### src/rtl/hsl_pkg.sv
// hsl_pkg: shared constants and types for the hub strap and indicator block
package hsl_pkg;

    // ****************************************************************
    // register map
    // ****************************************************************
    localparam int ADDR_W = 8;
    localparam int DATA_W = 32;
    localparam logic [7:0] ADDR_CTRL = 8'h00;
    localparam logic [7:0] ADDR_STRAP = 8'h04;
    localparam logic [7:0] ADDR_OC = 8'h08;
    localparam logic [7:0] ADDR_ISTAT = 8'h0C;
    localparam logic [7:0] ADDR_IMASK = 8'h10;

    // ****************************************************************
    // control register fields
    // ****************************************************************
    localparam int CTRL_LED_SUPPORT = 0;
    localparam int CTRL_LED_ON_LO = 1;
    localparam int CTRL_LED_ON_HI = 2;
    localparam int CTRL_W = 3;
    localparam logic [2:0] CTRL_RST = 3'h0;

    // ****************************************************************
    // strap register fields
    // ****************************************************************
    localparam int STRAP_BOOST_LO = 0;
    localparam int STRAP_FIXED_LO = 2;
    localparam int STRAP_PORTS_LO = 4;
    localparam int STRAP_BOOST_VALID = 7;
    localparam int STRAP_FIXED_VALID = 8;
    localparam int STRAP_W = 9;

    // ****************************************************************
    // interrupt status layout: over-current bits, then strap-done bit
    // ****************************************************************
    localparam int IRQ_STRAP_BIT = 7;
    localparam int IRQ_W = 8;
    localparam logic [7:0] IRQ_RST = 8'h00;

    // ****************************************************************
    // strap codes
    // ****************************************************************
    localparam logic [1:0] CODE_00 = 2'h0;
    localparam logic [1:0] CODE_01 = 2'h1;
    localparam logic [1:0] CODE_10 = 2'h2;
    localparam logic [1:0] CODE_11 = 2'h3;
    localparam logic [2:0] PORTS_NONE = 3'h0;
    localparam logic [2:0] PORTS_P1 = 3'h1;
    localparam logic [2:0] PORTS_P12 = 3'h3;
    localparam logic [2:0] PORTS_P123 = 3'h7;

    // ****************************************************************
    // types
    // ****************************************************************
    typedef enum logic [1:0] {
        HSL_HELD = 2'b00,
        HSL_SAMPLE = 2'b01,
        HSL_RUN = 2'b11
    } hsl_state_e;

    typedef struct packed {
        logic fixed_valid;
        logic boost_valid;
        logic [2:0] fixed_ports;
        logic [1:0] fixed_code;
        logic [1:0] boost_code;
    } hsl_strap_s;

    localparam hsl_strap_s STRAP_RST = '0;

endpackage : hsl_pkg

### src/rtl/hsl_strap_led.sv
// hsl_strap_led: strap sampling, indicator polarity and over-current sense
//
// Contract
// - led support enabled by software forces port 1/2 enhanced leds active low
// - boost strap sampled at hub reset negation sets phy drive level
// - boost 00 both active high, 10 port2 low only, 11 both low
// - over-current inputs are active low, pulled up, flag per port
// - fixed-device strap bits sampled together at hub reset negation
// - fixed-device strap sampled only when enabled, else pin stays serial
// - fixed code 00 all removable, 01 port 1 non-removable
// - fixed code 10 ports 1-2, 11 ports 1-3 non-removable
//
// Added by the designer: the placing of the registers and strobed register access.
module hsl_strap_led
    import hsl_pkg::*;
#(
    parameter int NUM_OC = 7
) (
    input wire logic sys_clk,
    input wire logic nrst,
    input wire logic clk_en,
    // hub reset pin, straps are caught when it rises
    input wire logic hub_reset_n,
    input wire logic boost_strap_en,
    input wire logic fixed_strap_en,
    // shared enhanced led pins of ports 1 and 2
    input wire logic [1:0] enhanced_led_ports_1_2_in,
    output logic [1:0] enhanced_led_ports_1_2_out,
    output logic [1:0] enhanced_led_ports_1_2_oe,
    // fixed-device strap pins (upper bit shares the serial data pin)
    input wire logic fixed_device_strap_hi,
    input wire logic fixed_device_strap_lo,
    output logic serial_pin_free,
    // over-current sense, active low
    input wire logic [NUM_OC-1:0] overcurrent_sense_in_n,
    output logic [NUM_OC-1:0] overcurrent_flag,
    // strap results toward the phy and hub core
    output logic [1:0] phy_boost_level,
    output logic [2:0] fixed_port_mask,
    output logic straps_valid,
    // register port
    input wire logic [hsl_pkg::ADDR_W-1:0] reg_addr,
    input wire logic [hsl_pkg::DATA_W-1:0] reg_wdata,
    input wire logic reg_wr,
    input wire logic reg_rd,
    output logic [hsl_pkg::DATA_W-1:0] reg_rdata,
    output logic irq
);

    import hsl_pkg::*;

    // positions of each pin group inside the synchronised word
    localparam int SYNC_HUB = 0;
    localparam int SYNC_BOOST_LO = 1;
    localparam int SYNC_FIX_LO = 3;
    localparam int SYNC_FIX_HI = 4;
    localparam int SYNC_OC_LO = 5;
    localparam int SYNC_W = NUM_OC + SYNC_OC_LO;

    initial begin
        if (NUM_OC < 1 || NUM_OC > IRQ_STRAP_BIT) begin
            $error("hsl_strap_led: NUM_OC must lie in 1 to 7");
        end
        // the strap view is the latched record laid out as it stands
        if ($bits(hsl_strap_s) != STRAP_W) begin
            $error("hsl_strap_led: strap record and view differ in width");
        end
        if (STRAP_FIXED_VALID != STRAP_W - 1) begin
            $error("hsl_strap_led: strap valid bits out of place");
        end
        // over-current bits sit below the strap-done bit
        if (IRQ_W != IRQ_STRAP_BIT + 1 || DATA_W < STRAP_W) begin
            $error("hsl_strap_led: register layout does not fit the bus");
        end
    end

    // ****************************************************************
    // functions
    // ****************************************************************

    // fixed-device code to mask of non-removable ports 3..1
    function automatic logic [2:0] fixed_decode(input logic [1:0] code);
        logic [2:0] mask;
        mask = PORTS_NONE;
        unique case (code)
            CODE_00: mask = PORTS_NONE;
            CODE_01: mask = PORTS_P1;
            CODE_10: mask = PORTS_P12;
            CODE_11: mask = PORTS_P123;
        endcase
        return mask;
    endfunction

    // strap and software enable to active-low flags, bit 1 is port 2
    function automatic logic [1:0] led_active_low(input logic [1:0] code,
                                                  input logic valid,
                                                  input logic sw_en);
        logic [1:0] low;
        low = 2'h0;
        if (sw_en) begin
            low = 2'h3;
        end else if (valid) begin
            low = code;
        end
        return low;
    endfunction

    // ****************************************************************
    // pin synchronisers
    // ****************************************************************
    logic [SYNC_W-1:0] pins_async;
    logic [SYNC_W-1:0] pins_sync;
    logic hub_run_s;
    logic [1:0] boost_pin_s;
    logic fixed_hi_s;
    logic fixed_lo_s;
    logic [NUM_OC-1:0] oc_n_s;

    assign pins_async = {overcurrent_sense_in_n, fixed_device_strap_hi,
                         fixed_device_strap_lo, enhanced_led_ports_1_2_in,
                         hub_reset_n};

    hsl_sync #(
        .WIDTH(SYNC_W),
        .RST_VAL({SYNC_W{1'b1}})
    ) u_sync (
        .sys_clk(sys_clk),
        .nrst(nrst),
        .clk_en(clk_en),
        .async_in(pins_async),
        .sync_out(pins_sync)
    );

    // split the synchronised group
    assign hub_run_s = pins_sync[SYNC_HUB];
    assign boost_pin_s = pins_sync[SYNC_BOOST_LO +: $bits(boost_pin_s)];
    assign fixed_lo_s = pins_sync[SYNC_FIX_LO];
    assign fixed_hi_s = pins_sync[SYNC_FIX_HI];
    assign oc_n_s = pins_sync[SYNC_W-1:SYNC_OC_LO];

    // ****************************************************************
    // hub reset sequencing
    // ****************************************************************
    // sync flops idle high, so a hub reset already high is caught at once
    hsl_state_e state_reg;
    hsl_state_e state_next;

    // held in reset, sample one cycle after negation, then run
    always_comb begin
        state_next = state_reg;
        unique case (state_reg)
            HSL_HELD: begin
                if (hub_run_s) begin
                    state_next = HSL_SAMPLE;
                end
            end
            HSL_SAMPLE: begin
                state_next = hub_run_s ? HSL_RUN : HSL_HELD;
            end
            HSL_RUN: begin
                if (!hub_run_s) begin
                    state_next = HSL_HELD;
                end
            end
            default: begin
                state_next = HSL_HELD;
            end
        endcase
    end

    always_ff @(posedge sys_clk or negedge nrst) begin
        if (!nrst) begin
            state_reg <= HSL_HELD;
        end else if (clk_en) begin
            state_reg <= state_next;
        end
    end

    // ****************************************************************
    // strap latch
    // ****************************************************************
    hsl_strap_s strap_reg;
    hsl_strap_s strap_next;
    wire sample_now = (state_reg == HSL_SAMPLE);

    // capture at negation, hold until the next hub reset
    always_comb begin
        strap_next = strap_reg;
        if (sample_now) begin
            strap_next.boost_valid = boost_strap_en;
            strap_next.boost_code = boost_strap_en ? boost_pin_s
                                                   : CODE_00;
            strap_next.fixed_valid = fixed_strap_en;
            strap_next.fixed_code = fixed_strap_en
                ? {fixed_hi_s, fixed_lo_s} : CODE_00;
            strap_next.fixed_ports = fixed_strap_en
                ? fixed_decode({fixed_hi_s, fixed_lo_s}) : PORTS_NONE;
        end
    end

    always_ff @(posedge sys_clk or negedge nrst) begin
        if (!nrst) begin
            strap_reg <= STRAP_RST;
        end else if (clk_en) begin
            strap_reg <= strap_next;
        end
    end

    assign phy_boost_level = strap_reg.boost_code;
    assign fixed_port_mask = strap_reg.fixed_ports;
    assign straps_valid = (state_reg == HSL_RUN);
    // serial data function is given up from hub reset until run while the fixed strap is enabled
    assign serial_pin_free = !(fixed_strap_en && state_reg != HSL_RUN);

    // ****************************************************************
    // control register
    // ****************************************************************
    logic [CTRL_W-1:0] ctrl_reg;
    // write decodes, one per writable register
    wire wr_ctrl = reg_wr && (reg_addr == ADDR_CTRL);
    wire wr_istat = reg_wr && (reg_addr == ADDR_ISTAT);
    wire wr_imask = reg_wr && (reg_addr == ADDR_IMASK);

    always_ff @(posedge sys_clk or negedge nrst) begin
        if (!nrst) begin
            ctrl_reg <= CTRL_RST;
        end else if (clk_en && wr_ctrl) begin
            ctrl_reg <= reg_wdata[CTRL_W-1:0];
        end
    end

    // ****************************************************************
    // enhanced led pins
    // ****************************************************************
    logic [1:0] led_low;
    logic [1:0] led_on;
    logic [1:0] led_level_reg;
    logic [1:0] led_oe_reg;

    assign led_low = led_active_low(strap_reg.boost_code,
                                    strap_reg.boost_valid,
                                    ctrl_reg[CTRL_LED_SUPPORT]);
    // on bits come straight from software, polarity is applied after
    assign led_on = ctrl_reg[CTRL_LED_ON_HI:CTRL_LED_ON_LO];

    // pins float during hub reset so the straps can be read
    always_ff @(posedge sys_clk or negedge nrst) begin
        if (!nrst) begin
            led_level_reg <= 2'h0;
            led_oe_reg <= 2'h0;
        end else if (clk_en) begin
            led_level_reg <= led_on ^ led_low;
            led_oe_reg <= {2{state_next == HSL_RUN}};
        end
    end

    assign enhanced_led_ports_1_2_out = led_level_reg;
    assign enhanced_led_ports_1_2_oe = led_oe_reg;

    // ****************************************************************
    // over-current sense
    // ****************************************************************
    logic [NUM_OC-1:0] oc_reg;
    logic [NUM_OC-1:0] oc_rise;

    // low on the pin means over-current on that port
    always_ff @(posedge sys_clk or negedge nrst) begin
        if (!nrst) begin
            oc_reg <= '0;
        end else if (clk_en) begin
            oc_reg <= ~oc_n_s;
        end
    end

    assign oc_rise = ~oc_n_s & ~oc_reg;
    assign overcurrent_flag = oc_reg;

    // ****************************************************************
    // interrupt status and mask
    // ****************************************************************
    logic [IRQ_W-1:0] istat_reg;
    logic [IRQ_W-1:0] istat_next;
    logic [IRQ_W-1:0] imask_reg;
    logic [IRQ_W-1:0] irq_set;
    logic [IRQ_W-1:0] irq_clr;
    logic [IRQ_STRAP_BIT-1:0] oc_evt;

    // over-current events widened up to the strap-done bit
    assign oc_evt = IRQ_STRAP_BIT'(oc_rise);
    assign irq_set = {sample_now, oc_evt};
    assign irq_clr = wr_istat ? reg_wdata[IRQ_W-1:0] : IRQ_RST;
    // a new event beats a clear in the same cycle
    assign istat_next = (istat_reg & ~irq_clr) | irq_set;

    always_ff @(posedge sys_clk or negedge nrst) begin
        if (!nrst) begin
            istat_reg <= IRQ_RST;
            imask_reg <= IRQ_RST;
        end else if (clk_en) begin
            istat_reg <= istat_next;
            if (wr_imask) begin
                imask_reg <= reg_wdata[IRQ_W-1:0];
            end
        end
    end

    // level output, high while any unmasked event stands
    assign irq = |(istat_reg & imask_reg);

    // ****************************************************************
    // register read path
    // ****************************************************************
    logic [DATA_W-1:0] rd_mux;
    logic [DATA_W-1:0] rdata_reg;
    logic [STRAP_W-1:0] strap_view;

    assign strap_view = {strap_reg.fixed_valid, strap_reg.boost_valid,
                         strap_reg.fixed_ports, strap_reg.fixed_code,
                         strap_reg.boost_code};

    // unmapped addresses read as zero
    always_comb begin
        rd_mux = '0;
        unique case (reg_addr)
            ADDR_CTRL: rd_mux[CTRL_W-1:0] = ctrl_reg;
            ADDR_STRAP: rd_mux[STRAP_W-1:0] = strap_view;
            ADDR_OC: rd_mux[NUM_OC-1:0] = oc_reg;
            ADDR_ISTAT: rd_mux[IRQ_W-1:0] = istat_reg;
            ADDR_IMASK: rd_mux[IRQ_W-1:0] = imask_reg;
            default: rd_mux = '0;
        endcase
    end

    // data stands only in the cycle after the read strobe
    always_ff @(posedge sys_clk or negedge nrst) begin
        if (!nrst) begin
            rdata_reg <= '0;
        end else if (clk_en) begin
            rdata_reg <= reg_rd ? rd_mux : '0;
        end
    end

    assign reg_rdata = rdata_reg;

endmodule // hsl_strap_led

### src/rtl/hsl_sync.sv
// hsl_sync: two-flop synchroniser for a group of pin inputs
module hsl_sync #(
    parameter int WIDTH = 1,
    parameter logic [WIDTH-1:0] RST_VAL = '0
) (
    input wire logic sys_clk,
    input wire logic nrst,
    input wire logic clk_en,
    input wire logic [WIDTH-1:0] async_in,
    output logic [WIDTH-1:0] sync_out
);

    logic [WIDTH-1:0] meta_reg;
    logic [WIDTH-1:0] sync_reg;

    initial begin
        if (WIDTH < 1) begin
            $error("hsl_sync: WIDTH must be at least one");
        end
    end

    // ****************************************************************
    // first flop feeds only the second
    // ****************************************************************
    always_ff @(posedge sys_clk or negedge nrst) begin
        if (!nrst) begin
            meta_reg <= RST_VAL;
            sync_reg <= RST_VAL;
        end else if (clk_en) begin
            meta_reg <= async_in;
            sync_reg <= meta_reg;
        end
    end

    assign sync_out = sync_reg;

endmodule // hsl_sync

### config.mk
export PLATFORM = sky130hd
export DESIGN_NAME = hsl_strap_led
export DESIGN_NICKNAME = d
export VERILOG_FILES = /design/src/rtl/hsl_pkg.sv /design/src/rtl/hsl_strap_led.sv /design/src/rtl/hsl_sync.sv
export SDC_FILE = /design/constraint.sdc
export NUM_CORES = 1
export LEC_CHECK = 0
export ABC_AREA = 1
export BUFFER_PORTS_ARGS = -buffer_cell sky130_fd_sc_hd__clkbuf_2
export CAP_MARGIN = 40
export CORE_MARGIN = 2
export CORE_UTILIZATION = 35
export DETAILED_ROUTE_END_ITERATION = 16
export GPL_TIMING_DRIVEN = 0
export HOLD_SLACK_MARGIN = 0.1
export PLACE_DENSITY = 0.6
export SYNTH_ARGS = -nofsm -noshare
export SYNTH_HDL_FRONTEND = slang
export SYNTH_SLANG_ARGS = --single-unit
export TNS_END_PERCENT = 30
### constraint.sdc
create_clock -name sys_clk -period 1.3 [get_ports sys_clk]
set_input_delay 0.195 -clock sys_clk [delete_from_list [all_inputs] [get_ports sys_clk]]
set_output_delay 0.195 -clock sys_clk [all_outputs]
set_load 0.02 [all_outputs]
==> results of run 1 <==
[metrics by stage]
stage               setup WS, ns  instance area, um^2
floorplan                  0.242                 3640
global placement          -0.540                 4110
detailed placement       -0.0652                 4140
CTS                       -0.239                 4550
global route              -0.298                 4610
finish                    -0.237                 4610
[final cells by class]
cell class	instances	area [um^2]	share of cell area (%)
sequential	73	1860	40.3
timing repair buffer	82	538	11.7
inverter	40	153	3.31
multi-input combinational	284	1380	29.9
buffer	41	283	6.14
clock buffer	12	155	3.37
clock inverter	4	73.8	1.60
tap	133	166	3.61
[worst reg2reg max path, cell delays in order, from the launching register on]
cell and delay, ns:
dfrtp_1 0.40, inv_1 0.13, nand3_4 0.14, inv_2 0.14, nand2_1 0.08, o21ai_0 0.16
[timing repair]
| item | 4_1_cts | 5_1_grt |
|---|---|---|
| cloned | 0 | 0 |
| endpoints found under the hold margin | 76 | 0 |
| hold buffers | 16 | 0 |
| resized for setup | 4 | 12 |
| setup buffers | 0 | 4 |
| setup endpoints to repair | 5 | 12 |
| pin swaps | 0 | 3 |
[cell families after synthesis]
logic type	count (synthesis)
AOI/OAI and AO/OA	60
xor gates and xnor gates	2
buffers and inverters	81
DFF	73
other	1
and+or+nand+nor	199
[power by group]
| part | leakage [nW] | switching (mW) | internal (mW) |
|---|---|---|---|
| logic | 1.46 | 0.559 | 0.373 |
| registers | 0.863 | 0.152 | 2.52 |
| clock network | 0.117 | 0.851 | 1.19 |
| total | 2.44 | 1.56 | 4.08 |
[layout by cell type, fill, tap and decap left out, types with 2 or more instances in the layout]
| cell type | Yosys | final |
|---|---|---|
| nand2_4 | 4 | 4 |
| clkbuf_1 | 3 | 4 |
| inv_1 | 37 | 36 |
| o21ai_0 | 34 | 33 |
| o21ai_2 | 8 | 8 |
| dfrtp_1 | 49 | 47 |
| buf_4 | 30 | 34 |
| a21oi_1 | 4 | 4 |
| conb_1 | 1 | 23 |
| nand2_2 | 5 | 7 |
| dfrtp_2 | 0 | 2 |
| a221oi_2 | 0 | 2 |
| bufinv_16 | 0 | 2 |
| nand3_1 | 29 | 28 |
| buf_6 | 1 | 3 |
| dfstp_2 | 24 | 24 |
| o21bai_1 | 2 | 2 |
| o31ai_1 | 9 | 9 |
| inv_2 | 2 | 3 |
| nand4_1 | 4 | 4 |
| clkbuf_2 | 0 | 58 |
| buf_2 | 7 | 7 |
| clkbuf_8 | 0 | 11 |
| dlygate4sd3_1 | 0 | 16 |
| nor2_4 | 2 | 2 |
| nor2_2 | 2 | 2 |
| nand2_1 | 145 | 143 |
| nor2_1 | 6 | 6 |
| xor2_1 | 2 | 2 |
[worst max path at each step]
stage | from | end | slack [ns] | cells past startpoint
2_1_floorplan | state_reg[1]$_DFFE_PN0P_ | fixed_port_mask[2]$_DFFE_PN0P_ | 0.24 | 5
3_3_place_gp | nrst | reg_rdata[0]$_DFFE_PN0P_ | -0.54 | 1
3_5_place_dp | reg_addr[1] | reg_rdata[6]$_DFFE_PN0P_ | -0.07 | 10
4_1_cts | istat_reg[4]$_DFFE_PN0P_ | irq | -0.24 | 5
5_1_grt | istat_reg[7]$_DFFE_PN0P_ | irq | -0.30 | 5
6_report | istat_reg[4]$_DFFE_PN0P_ | irq | -0.24 | 5
[routing by layer]
layer | vias to the layer above | GRT usage [%]
met2 | 110 | 26.2
li1 | 1505 | -
met1 | 1322 | 21.4
met3 | 20 | 2.56
met4 | 0 | 6.76
met5 | - | 0
[synthesized netlist by cell type (5+ instances only)]
cell and count:
nand3_1 29, nand2_2 5, nor2_1 6, buf_2 7
o21ai_2 8, inv_1 37, dfstp_2 24, buf_4 30
dfrtp_1 49, o31ai_1 9, nand2_1 145, o21ai_0 34
==> run_results.csv, run 1 <==
group,metric,value,unit
run_status,status,"finished with violations",
run_status,violations,"setup timing",
global_routing,grt_overflow,0,
die,placementRows,36,
hold_path,min_path_type,"in -> reg",
clock_tree,clkLatencyLatePin,0.35,ns
clock_tree,ctsHtreeMaxLevel,3,
logic_synthesis,synthSimpleGateAreaFrac,24.7,%
logic_synthesis,synth_edf_count,0,
logic_synthesis,synth_fa_ha_area_share,0,%
worst_setup_path,cp-start-kind,"flop",
route,viasPerCell,4.42,
logic_synthesis,synth_compound_area_share,10.3,%
worst_setup_path,r2r-end,"phy_boost_level[0]$_DFFE_PN0P_",
finish,fillCellCount,993,
route,met2_length,4.00,mm
timing,finalHoldViolCount,0,
hold_path,whs_path_depth,3,
route,drcViolationCount,0,
finish,utilization,46.9,%
timing,slew_headroom,64.3,%
timing,final_max_slew_viol_count,0,
worst_setup_path,worstSetupEndpointType,"primary output",
route,dr_total_vias,2957,
clock_tree,clock-root-buffer,"clkbuf_8",
timing,rsz0062_at_grt,"yes",
timing,fin_skew,0.00676,ns
worst_setup_path,critPathMostFrequentCell,"nand2_1",
timing,tightest_slew,0.536,ns
worst_setup_path,crit_chain,"nand2_1, nand2_1, a221oi_2, nand2_1, buf_6",
route,dr.pass1.iters,4,
worst_setup_path,cp.required,1.11,ns
logic_synthesis,netlist_instances,416,
worst_setup_path,path_max_fanout,3,
worst_setup_path,crit_slowest_cell,"dfrtp_1",
finish,synthToLayoutAreaGrowth,29.5,%
route,drt_iter0_drc,150,
timing,min_period,1.54,ns
timing,max_clock_freq,651,MHz
logic_synthesis,synthTopCellsByArea,"dfrtp_1, dfstp_2, nand2_1",
clock_tree,cts_buffers,9,
worst_setup_path,critical-path-top-delay-family,"flip-flops",
timing,setup_viol,1,
die,die_width,105,um
logic_synthesis,ys_warn_count,0,
timing,setup_slack,-0.237,ns
logic_synthesis,yosysTopAreaCell,"dfrtp_1",
logic_synthesis,synth_xor_area_share,0.492,%
route,postRouteWirelength,8.41,mm
die,pin_count,110,
clock_tree,clkTransAtPathRegs,0.08,ns
logic_synthesis,synth_top_area_share,34.4,%
logic_synthesis,synth_flop_cell,"dfrtp_1",
finish,drive_gt1_share,33.0,%
hold_path,worstHoldEndpoint,"imask_reg[6]$_DFFE_PN0P_",
logic_synthesis,synth-seq-cells,73,
global_routing,antenna_found_initial,0,
worst_setup_path,path_class,"reg -> out",
timing,tns,-0.237,ns
global_routing,grt_max_degree,62,
placement,gp_congestion,0.838,
logic_synthesis,synth_top_family_by_area,"simple AND/OR/NAND/NOR gates",
logic_synthesis,synth_area,3560,um^2
route,wl_per_cell,12.6,um
global_routing,grt_pass1_vias,2858,
power_and_ir_drop,total_power,5.64,mW
finish,antennaDiodeCount,0,
logic_synthesis,ys_async_sr_fraction,100,%
global_routing,grtUsageTotal,16.1,%
worst_setup_path,r2r-start,"state_reg[1]$_DFFE_PN0P_",
die,core-area,9820,um^2
placement,dp_hpwl,6.30,mm
power_and_ir_drop,power-per-cell-area,1220,nW/um^2
logic_synthesis,yosysSeqAreaShare,52.2,%
placement,placed_cells,633,
route,dr.max_layer_used,"met4",
worst_setup_path,worstRegToRegCells,5,
die,dieArea,11000,um^2
worst_setup_path,reg2reg_slack,0.17,ns
finish,finalNonFillerCells,669,
route,wl_met1,3.71,mm
logic_synthesis,avgSynthCellArea,8.56,um^2
clock_tree,cts_buffer_depth,2,
power_and_ir_drop,ir_worst_vdd,0.579,mV
run,cap_violations,0,
hold_path,min_from,"reg_wdata[6]",
logic_synthesis,synth_mux_area_share,0,%
die,dieHeight,105,um
logic_synthesis,yosysUniqueCellTypes,28,
timing,whs,0.108,ns
worst_setup_path,crit_buf_inv,1,
route,drtAntennaViolNets,0,
worst_setup_path,cpPeakStageDelay,0.42,ns
placement,port_buffers,61,
power_and_ir_drop,leakagePower,2.44,nW
timing,finalCritPeriodShare,118,%
finish,nets,590,
die,start_util,36.3,%
clock_tree,cts_tree,"built",
route,wl_met3,512,um
clock_tree,cts_sinks,73,
worst_setup_path,arrival,1.34,ns
global_routing,grt_pass1_wl,14.1,mm
(Power assumes the default switching activity.)
==> inputs of run 2 (changes only) <==
==> constraint.sdc (replaced) <==
create_clock -name sys_clk -period 1.8 [get_ports sys_clk]
set_input_delay 0.27 -clock sys_clk [delete_from_list [all_inputs] [get_ports sys_clk]]
set_output_delay 0.27 -clock sys_clk [all_outputs]
set_load 0.02 [all_outputs]
==> run 2 against run 1 <==
The run now ends clean. Power is 29% lower. Die area stayed put. Worst hold slack worse by 0.0012 ns. Critical endpoint unchanged. Largest cell class unchanged. Highest routed layer unchanged.
==> run_results.csv, run 2 (synthesis gave the netlist of run 1 again) <==
group,metric,value,unit
run_status,status,"finished, final reports clean",
clock_tree,ctsResizeCount,0,
global_routing,met1_usage,21.3,%
global_routing,grtUsageTotal,16.0,%
die,start_util,36.3,%
placement,placed_area,4140,um^2
power_and_ir_drop,switching_share,27.7,%
worst_setup_path,critical-path-top-delay-family,"flip-flops",
global_routing,grt-busiest-layer,"met2",
route,drcViolationCount,0,
clock_tree,clkLatencyLatePin,0.35,ns
die,pin_count,110,
clock_tree,cts_tree,"built",
worst_setup_path,cpPeakStageDelay,0.41,ns
die,dieArea,11000,um^2
worst_setup_path,crit_slowest_cell,"dfrtp_1",
worst_setup_path,reg2reg_slack,0.51,ns
clock_tree,cts_setup_buffers,0,
power_and_ir_drop,p_sw,1.12,mW
global_routing,grt_max_degree,62,
timing,finalCritPeriodShare,93.5,%
timing,setup_viol,0,
route,postRouteWirelength,8.27,mm
route,drt_iter0_drc,150,
hold_path,whs_path_depth,3,
route,viasPerCell,4.38,
clock_tree,cts_hold_buf,10,
worst_setup_path,r2r-end,"fixed_port_mask[2]$_DFFE_PN0P_",
power_and_ir_drop,leakagePower,2.39,nW
timing,min_period,1.68,ns
clock_tree,clkTransAtPathRegs,0.08,ns
worst_setup_path,crit_buf_inv,1,
worst_setup_path,critPathMostFrequentCell,"nand2_1",
clock_tree,ctsHtreeMaxLevel,3,
global_routing,grt_pass1_wl,14.0,mm
finish,fillCellCount,999,
power_and_ir_drop,ir_worst_vdd,0.474,mV
worst_setup_path,worstSetupEndpointType,"primary output",
hold_path,worstHoldEndpoint,"u_sync.meta_reg[8]$_DFFE_PN1P_",
die,dieHeight,105,um
finish,utilization,45.6,%
die,placementRows,36,
route,dr_total_vias,2888,
worst_setup_path,arrival,1.41,ns
worst_setup_path,path_class,"reg -> out",
clock_tree,cts_sinks,73,
finish,fin_area,4470,um^2
timing,fin_skew,0.00873,ns
run,cap_violations,0,
finish,drive_gt1_share,31.4,%
worst_setup_path,crit_chain,"nand2_1, nand2_1, a221oi_1, nand2_1, clkbuf_2",
global_routing,grt_overflow,0,
power_and_ir_drop,power-per-cell-area,902,nW/um^2
finish,layout_commonest_cell,"nand2_1",
timing,rsz0062_at_grt,"no",
finish,final_cell_mix,"nand2_1, clkbuf_2, dfrtp_1, inv_1, o21ai_0",
worst_setup_path,crit_cells,5,
clock_tree,cts_buffers,9,
global_routing,grt_pass1_vias,2827,
power_and_ir_drop,sequentialPowerShare,47.8,%
timing,tns,0,ns
placement,gp_congestion,0.838,
placement,port_buffers,61,
timing,finalHoldViolCount,0,
route,dr.pass1.iters,4,
power_and_ir_drop,pwr-share-clk,36.6,%
timing,max_clock_freq,594,MHz
power_and_ir_drop,p_int,2.92,mW
worst_setup_path,worstRegToRegCells,5,
global_routing,grtUsageMet2,25.9,%
finish,synthToLayoutAreaGrowth,25.7,%
route,wl_per_cell,12.5,um
die,core-area,9820,um^2
finish,nets,580,
hold_path,min_path_type,"in -> reg",
power_and_ir_drop,combPwrFrac,15.6,%
finish,antennaDiodeCount,0,
worst_setup_path,path_max_fanout,3,
worst_setup_path,r2r-start,"state_reg[1]$_DFFE_PN0P_",
die,die_width,105,um
finish,register_area,1860,um^2
route,drtAntennaViolNets,0,
timing,slew_headroom,63.6,%
global_routing,grt_util_met3,2.56,%
worst_setup_path,cp.required,1.53,ns
timing,tightest_slew,0.546,ns
hold_path,min_from,"overcurrent_sense_in_n[3]",
clock_tree,cts_buffer_depth,2,
timing,final_max_slew_viol_count,0,
worst_setup_path,cp-start-kind,"flop",
clock_tree,clock-root-buffer,"clkbuf_8",
placement,dp_hpwl,6.30,mm
global_routing,antenna_found_initial,0,
finish,multi_input_area,1350,um^2
[run 2: cell types whose count changed in the layout (fill, tap and decap cells not counted), moves of 2 or more]
| cell | change |
|---|---|
| dlygate4sd3_1 | -6 |
| buf_4 | -4 |
| a221oi_1 | +2 |
| a221oi_2 | -2 |
| buf_6 | -2 |
| clkbuf_2 | +2 |
| dfrtp_1 | +2 |
| dfrtp_2 | -2 |
| nand2_1 | +2 |
| nand2_2 | -2 |
[run 2: per-stage QoR]
stage | std cells | power [mW] | hold slack, ns | worst slack [ns]
floorplan | 438 | 2.33 | -0.0256 | 0.681
global placement | 632 | 2.56 | 0.453 | -0.115
detailed placement | 633 | 2.58 | 0.386 | 0.360
CTS | 659 | 4.08 | 0.100 | 0.108
global route | 659 | 4.24 | 0.114 | 0.00738
finish | 659 | 4.03 | 0.107 | 0.116
[run 2: area by class of cell]
type / instances / area share, %
inverters: 40 / 3.41
clock inverters: 4 / 1.65
plain buffers: 41 / 6.32
repair buffers: 72 / 9.73
flip-flops and latches: 73 / 41.5
well taps: 133 / 3.72
multi-input cells: 284 / 30.2
clock buffers: 12 / 3.47
[run 2: worst max path at each step]
| stage | startpoint | end | slack [ns] |
|---|---|---|---|
| after detailed placement | reg_addr[1] | reg_rdata[6]$_DFFE_PN0P_ | 0.36 |
| after floorplan | reg_addr[5] | imask_reg[7]$_DFFE_PN0P_ | 0.68 |
| after global placement | nrst | reg_rdata[0]$_DFFE_PN0P_ | -0.11 |
| after global routing | istat_reg[4]$_DFFE_PN0P_ | irq | 0.007 |
| final | istat_reg[4]$_DFFE_PN0P_ | irq | 0.12 |
| after CTS | istat_reg[4]$_DFFE_PN0P_ | irq | 0.11 |
[run 2: power groups by stage]
stage                     Sequential [mW]  Clock, mW  Combinational (mW)
after CTS                            1.93       1.51               0.639
after global routing                 1.94       1.59               0.704
after global placement               1.95          0               0.602
after floorplan                      1.95          0               0.380
after detailed placement             1.96          0               0.621
final                                1.93       1.48               0.629
[run 2: worst register-to-register path: cells and delay by family (launching register included)]
| family | cells | cell delay (ns) |
|---|---|---|
| AO/OA/AOI/OAI | 1 | 0.17 |
| buffers and inverters | 2 | 0.29 |
| flip-flops | 1 | 0.39 |
| AND/OR/NAND/NOR | 2 | 0.35 |
[run 2: layer usage]
layer  up-vias  routed length [um]
met1      1305                3750
met5         -                   0
li1       1486                   -
met2        84                3950
met4         0                 139
met3        13                 430
